==> src/common/acc_pkg.sv <==
package acc_pkg;
  // ==========================================================
  // register layout
  localparam int unsigned ENABLE_BIT  = 7;
  localparam int unsigned REFSEL_BIT  = 6;
  localparam int unsigned FLAG_BIT    = 5;
  localparam int unsigned IRQEN_BIT   = 4;
  localparam int unsigned RESULT_BIT  = 3;
  localparam int unsigned PINEN_BIT   = 2;
  localparam int unsigned MODE_HI_BIT = 1;
  localparam int unsigned MODE_LO_BIT = 0;
  localparam logic [7:0]  CSR_RESET   = 8'h00;

  // ==========================================================
  // edge mode encodings
  localparam logic [1:0] MODE_FALL0 = 2'h0;
  localparam logic [1:0] MODE_RISE  = 2'h1;
  localparam logic [1:0] MODE_FALL2 = 2'h2;
  localparam logic [1:0] MODE_BOTH  = 2'h3;

  // ==========================================================
  // register access carrier
  typedef struct packed {
    logic       wr;
    logic [7:0] wdata;
  } acc_wr_t;

  // analog side controls
  typedef struct packed {
    logic enable;
    logic ref_select;
  } acc_ana_t;
endpackage

==> src/hdl/acc_edge.sv <==
`timescale 1ns/1ns
// ==========================================================
// synchroniser and edge detector for the comparator result
module acc_edge (
  input  wire logic       clk_i,
  input  wire logic       rstn_i,
  input  wire logic       clr_i,
  input  wire logic       raw_i,
  input  wire logic [1:0] mode_i,
  output logic            level_o,
  output logic            event_o
);
  import acc_pkg::*;

  logic meta;
  logic sync;
  logic prev;

  // two stage sync, then one history stage
  always_ff @(posedge clk_i or negedge rstn_i) begin
    if (!rstn_i) begin
      meta <= 1'b0;
      sync <= 1'b0;
      prev <= 1'b0;
    end else if (clr_i) begin
      meta <= 1'b0;
      sync <= 1'b0;
      prev <= 1'b0;
    end else begin
      meta <= raw_i;
      sync <= meta;
      prev <= sync;
    end
  end

  // compare successive synchronised samples
  wire rise = sync & ~prev;
  wire fall = ~sync & prev;
  wire hit  = (mode_i == MODE_RISE) ? rise :
              (mode_i == MODE_BOTH) ? (rise | fall) : fall;

  assign level_o = sync;
  assign event_o = hit;
endmodule // acc_edge

==> src/hdl/acc_top.sv <==
`timescale 1ns/1ns
module acc_top
  import acc_pkg::*;
(
  input  wire logic          clk_i,
  input  wire logic          rstn_i,
  input  wire logic          deep_stop_wake_i,
  input  wire acc_pkg::acc_wr_t csr_wr_i,
  input  wire logic          comparator_result_i,
  output acc_pkg::acc_ana_t  ana_ctrl_o,
  output logic [7:0]         csr_rdata_o,
  output logic               irq_o,
  output logic               wake_o,
  output logic               comparator_output_pin_o,
  output logic               comparator_output_pin_oe_o
);
  import acc_pkg::*;

  // ==========================================================
  // control state
  logic       enable;
  logic       ref_select;
  logic       flag;
  logic       irq_en;
  logic       pin_en;
  logic [1:0] edge_mode;
  logic       sync_level;
  logic       evt;

  // analog compare itself lives in the analog macro: result_i is
  // high when non-inverting exceeds inverting
  wire disabled = ~enable;

  // synchroniser held cleared while disabled, so no stale edge fires
  acc_edge u_edge (
    .clk_i   (clk_i),
    .rstn_i  (rstn_i),
    .clr_i   (disabled),
    .raw_i   (comparator_result_i),
    .mode_i  (edge_mode),
    .level_o (sync_level),
    .event_o (evt)
  );
  // edge search on synchronised samples

  // ==========================================================
  // write decode
  wire       wr        = csr_wr_i.wr;
  wire [7:0] wd        = csr_wr_i.wdata;
  wire       flag_clr  = wr & wd[FLAG_BIT];
  wire       flag_set  = evt & enable;
  wire       next_flag = flag_set | (flag & ~flag_clr);
  // set wins over a clear in the same cycle, so no event is lost

  // control bits; deep stop wake acts like a reset
  always_ff @(posedge clk_i or negedge rstn_i) begin
    if (!rstn_i) begin
      enable     <= CSR_RESET[ENABLE_BIT];
      ref_select <= CSR_RESET[REFSEL_BIT];
      irq_en     <= CSR_RESET[IRQEN_BIT];
      pin_en     <= CSR_RESET[PINEN_BIT];
      edge_mode  <= CSR_RESET[MODE_HI_BIT:MODE_LO_BIT];
    end else if (deep_stop_wake_i) begin
      enable     <= CSR_RESET[ENABLE_BIT];
      ref_select <= CSR_RESET[REFSEL_BIT];
      irq_en     <= CSR_RESET[IRQEN_BIT];
      pin_en     <= CSR_RESET[PINEN_BIT];
      edge_mode  <= CSR_RESET[MODE_HI_BIT:MODE_LO_BIT];
    end else if (wr) begin
      enable     <= wd[ENABLE_BIT];
      ref_select <= wd[REFSEL_BIT];
      irq_en     <= wd[IRQEN_BIT];
      pin_en     <= wd[PINEN_BIT];
      edge_mode  <= wd[MODE_HI_BIT:MODE_LO_BIT];
    end
  end

  // flag; no stop or debug gating
  always_ff @(posedge clk_i or negedge rstn_i) begin
    if (!rstn_i) begin
      flag <= CSR_RESET[FLAG_BIT];
    end else if (deep_stop_wake_i) begin
      flag <= CSR_RESET[FLAG_BIT];
    end else begin
      flag <= next_flag;
    end
  end

  // ==========================================================
  // outputs, all registered
  wire [7:0] next_rdata = {enable, ref_select, next_flag, irq_en,
                           enable & sync_level, pin_en, edge_mode};
  // result bit reads zero while disabled
  wire next_irq   = next_flag & irq_en;
  // deep stop wake drops the pin at once, matching the cleared register
  wire next_pin   = pin_en & enable & sync_level & ~deep_stop_wake_i;
  wire next_pinoe = pin_en & enable & ~deep_stop_wake_i;

  always_ff @(posedge clk_i or negedge rstn_i) begin
    if (!rstn_i) begin
      csr_rdata_o                <= CSR_RESET;
      irq_o                      <= 1'b0;
      wake_o                     <= 1'b0;
      comparator_output_pin_o    <= 1'b0;
      comparator_output_pin_oe_o <= 1'b0;
      ana_ctrl_o                 <= '0;
    end else begin
      csr_rdata_o                <= deep_stop_wake_i ? CSR_RESET
                                                     : next_rdata;
      irq_o                      <= next_irq & ~deep_stop_wake_i;
      wake_o                     <= next_irq & ~deep_stop_wake_i;
      comparator_output_pin_o    <= next_pin;
      comparator_output_pin_oe_o <= next_pinoe;
      ana_ctrl_o.enable          <= enable & ~deep_stop_wake_i;
      ana_ctrl_o.ref_select      <= ref_select & ~deep_stop_wake_i;
    end
  end
  // note: edge sync adds two cycles of latency; accepted for safety
  // against metastability from the asynchronous analog output
endmodule // acc_top

==> config.mk <==
export PLATFORM = sky130hd
export DESIGN_NAME = acc_top
export DESIGN_NICKNAME = d
export VERILOG_FILES = /design/src/common/acc_pkg.sv /design/src/hdl/acc_edge.sv /design/src/hdl/acc_top.sv
export SDC_FILE = /design/constraint.sdc
export NUM_CORES = 1
export LEC_CHECK = 0
export BUFFER_PORTS_ARGS = -buffer_cell sky130_fd_sc_hd__buf_2
export CAP_MARGIN = 20
export CELL_PAD_IN_SITES_DETAIL_PLACEMENT = 1
export CELL_PAD_IN_SITES_GLOBAL_PLACEMENT = 1
export CORE_AREA = 3 3 51 53
export DETAILED_ROUTE_END_ITERATION = 7
export DIE_AREA = 0 0 54 56
export PLACE_DENSITY = 0.82
export SETUP_SLACK_MARGIN = 0.3
export SLEW_MARGIN = 20
export SYNTH_ARGS = -nofsm -noshare
export SYNTH_HDL_FRONTEND = slang
export SYNTH_SLANG_ARGS = --single-unit
==> constraint.sdc <==
create_clock -name clk_i -period 1.3 [get_ports clk_i]
set_input_delay 0.26 -clock clk_i [delete_from_list [all_inputs] [get_ports clk_i]]
set_output_delay 0.26 -clock clk_i [all_outputs]
set_load 0.01 [all_outputs]
==> results.md <==
* Result of the run: finished, final reports clean
* Vertical extent of the die at 56 um
* Cell area after technology mapping at slightly below 800 um^2
* Detailed-router iteration count before antenna repair at 3
* Gate power share at 8.1%
* FP Rows at 17
* Syn nets at 77
* GR Layer Usage met2 at 19.9%
* Count of cells along the worst hold path at 2
* Total number of nets in the final design at roughly 110
* Antenna violation net count after detailed routing at 0
* Clock Tree Root: clkbuf_4
* Total via count in the routed design at ~520
* Overall power of the completed layout at 0.00109 W
* Largest net degree at the start of global routing at 21
* Antenna Diode Count at 0
* WHS Endpoint: u_edge.meta$_DFF_PN0_
* Clock H-tree levels at 1
* Overall global routing resource usage at between 10% and 20%
* Switching Share at between 20 and 25%
* Switching component of the power at 0.000240 W
* Initial cell density of the core at 36.3%
* Required time of the critical path at 1470 ps
* Number of pins exceeding their max-slew limit in the final report at 0
* Most crowded layer after global routing: met2
* Final cycle utilization of the critical path at 99.2%
* Proportion of layout cells with a drive suffix above 1 at approximately two fifths
* Top flop regs: csr_rdata_o x6, ana_ctrl_o x2, edge_mode x2
* Number of placed cells counting well taps at 109
* Clock transition at the registers of the reported paths at 110 ps
* Startpoint of the worst register-to-register path: u_edge.prev$_DFF_PN0_
* # DRC at 0
* Crit path max-delay family: flip-flops
* Final Non-Filler Cells at ~120
* Wire length after detailed routing at 1600 um
* Maximum ir drop on the vdd rail at 452 uV
* Detailed-route vias per instance at 4.40
* Commonest cells after routing, fill and taps aside: buf_2 (22), dfrtp_1 (20), mux2i_1 (6), nor2_1 (6)
* Clk pwr share at 32.1%
* DR WL/cell at 13.4 um
* Buffers and inverters on the worst path at 0
* Static leakage power at roughly 0.56 nW
* Global Route met1 Usage at between 10% and 20%
* Largest area contributor in the synthesized netlist: dfrtp_1
* Worst path arrival time at 1460 ps
* Register area share after synthesis at 62.9%
* Count of clock tree sinks at 20
* Cell internal power dissipation at ~0.00085 W
* Core area at 2190 um^2
* Via count of the first global-routing pass at 589
* Length in cells of the worst reg-to-reg path at 4
* Total global routing overflow at 0
* Start point of the worst hold path: comparator_result_i
* Routability-driven placement congestion ratio at 0.726
* # port buffers at 25
* Number of clock buffers inserted by TritonCTS at 3
* Skew-Pair Late Insertion Delay at 290 ps
* Clock Path Buffers at 2
* Register-to-register setup slack at 10 ps
* DRT iter0 DRCs at 15
* Register name with the most flops: csr_rdata_o
* Setup repair after global routing missed its margin: yes
* Crit path cell chain: ha_1 > and2b_1 > o211ai_1 > a21boi_1
* Cell variety after synth at 18
* GR Util met3 at 2.41%
* Design area at about 1000 um^2
* Most common cell after layout, fill and taps aside: buf_2
* Setup Skew at 1.09 ps
* Synthesis-stage register bit count at 20
* Critical register-to-register path endpoint: wake_o$_DFF_PN0_
* Worst slew pin tran at about 450 ps
* Post-synthesis to final-layout area growth at 28.0%
* Time the final worst path needs with I/O delays and setup at 1290 ps
* Width of the die at 54 um
* Total half-perimeter wirelength after legalization and detailed placement at 1070 um
* Top cells by area, synth: dfrtp_1 (63%), mux2i_1 (7.5%), buf_4 (4.7%)
* Flip-flop count of the largest register, all copies and words added at 6
* Sequential share of power at about three fifths
* Start-to-end type of the worst setup path: flip-flop to flip-flop
* Count of warnings emitted by yosys at 0
* Count of endpoints failing setup in the final report at 0
* Cell area power density at approximately 1100 nW/um^2
* Post-detailed-placement cell area at around 910 um^2
* Cells after synthesis at 62
* Share of the synthesized area in the top cell type at between 60 and 70%
* Delay of the slowest cell on the worst path at roughly 410 ps
* Max Fanout on Critical Path at 2
* Maximum clock frequency at 0.775 GHz
* Normalized max-slew margin at 69.9%
* IO Pins at 27
* Slowest CP cell: dfrtp_1
* Global-route wire length before repair at ~2600 um
* Hold slack at 175 ps
* TritonCTS clock tree: yes
* Mapped Avg Cell Area at 12.8 um^2
* Hold Vio Cnt, Final at 0
* Max Cap Violations at 0
* Die outline area at just over 3000 um^2
* Hold Crit Class: primary input to flip-flop
* Endpoint class of the critical path: flip-flop
* Type of origin of the critical path: flip-flop
* Initial antenna violation count at 0
==> stage by stage <==
stage	worst slack, ps	setup TNS [ps]	utilization, %
final	10.3	0	46.5
after global routing	-61.9	-108	46.5
after CTS	-8.64	-8.64	45.2
after detailed placement	-19.0	-26.7	41.7
after global placement	50.3	0	41.7
after floorplan	106	0	-
==> cell families (layout without fill, tap and decap cells) <==
family          Yosys count  count (layout)  synth area share (%)
simple gates             22              22                  15.7
fa+ha+maj                 2               2                  3.14
compound gates            4               4                  4.40
buf+inv                   8              37                  6.29
mux                       6               6                  7.55
flops                    20              20                  62.9
==> power groups by stage <==
stage                     Combinational, W  Clock [W]  Sequential [W]
after floorplan                  0.0000424          0        0.000667
after global placement           0.0000818          0        0.000665
after detailed placement         0.0000856          0        0.000667
after CTS                        0.0000898   0.000369        0.000654
after global routing              0.000101   0.000401        0.000657
final                            0.0000887   0.000351        0.000654
==> timing repair <==
item                       in CTS  in global routing
hold buffers                    1                  0
pin swaps                       4                  2
gates resized for setup         0                  4
buffers inserted                4                  1
setup endpoints to repair      16                 18
hold endpoints to repair       20                  0
==> cell type report <==
cell class / instances / area [um^2]
fillers: 246 / 1170
well taps: 28 / 35.0
multi-input cells: 34 / 248
repair buffers: 31 / 191
clock buffers: 4 / 36.3
inverters: 2 / 7.51
flip-flops and latches: 20 / 500
==> synth_stat cells (all sizes together) <==
| library cell | number |
|---|---|
| nor2 | 6 |
| o211ai | 1 |
| and3 | 1 |
| mux2i | 6 |
| nor2b | 6 |
| a21boi | 1 |
| inv | 2 |
| buf | 6 |
| nand2 | 2 |
| a2bb2oi | 1 |
| a21oi | 1 |
| and2b | 2 |
| ha | 2 |
| and2 | 5 |
| dfrtp | 20 |
==> routing by layer <==
layer	share of wire [%]	wire [um]
met4	1.3	21
met2	55	884
met5	0	0
met1	38	601
met3	5.6	90
==> worst max path at each step <==
stage | from | endpoint | slack, ps | depth (start not counted)
2_1_floorplan | u_edge.level_o$_DFF_PN0_ | csr_rdata_o[5]$_DFF_PN0_ | 110 | 5
3_3_place_gp | u_edge.level_o$_DFF_PN0_ | wake_o$_DFF_PN0_ | 50 | 5
3_5_place_dp | u_edge.level_o$_DFF_PN0_ | wake_o$_DFF_PN0_ | -20 | 5
4_1_cts | u_edge.prev$_DFF_PN0_ | wake_o$_DFF_PN0_ | -9 | 4
5_1_grt | u_edge.prev$_DFF_PN0_ | wake_o$_DFF_PN0_ | -60 | 4
6_report | u_edge.prev$_DFF_PN0_ | wake_o$_DFF_PN0_ | 10 | 4
Power figures use the tool's default switching activity.
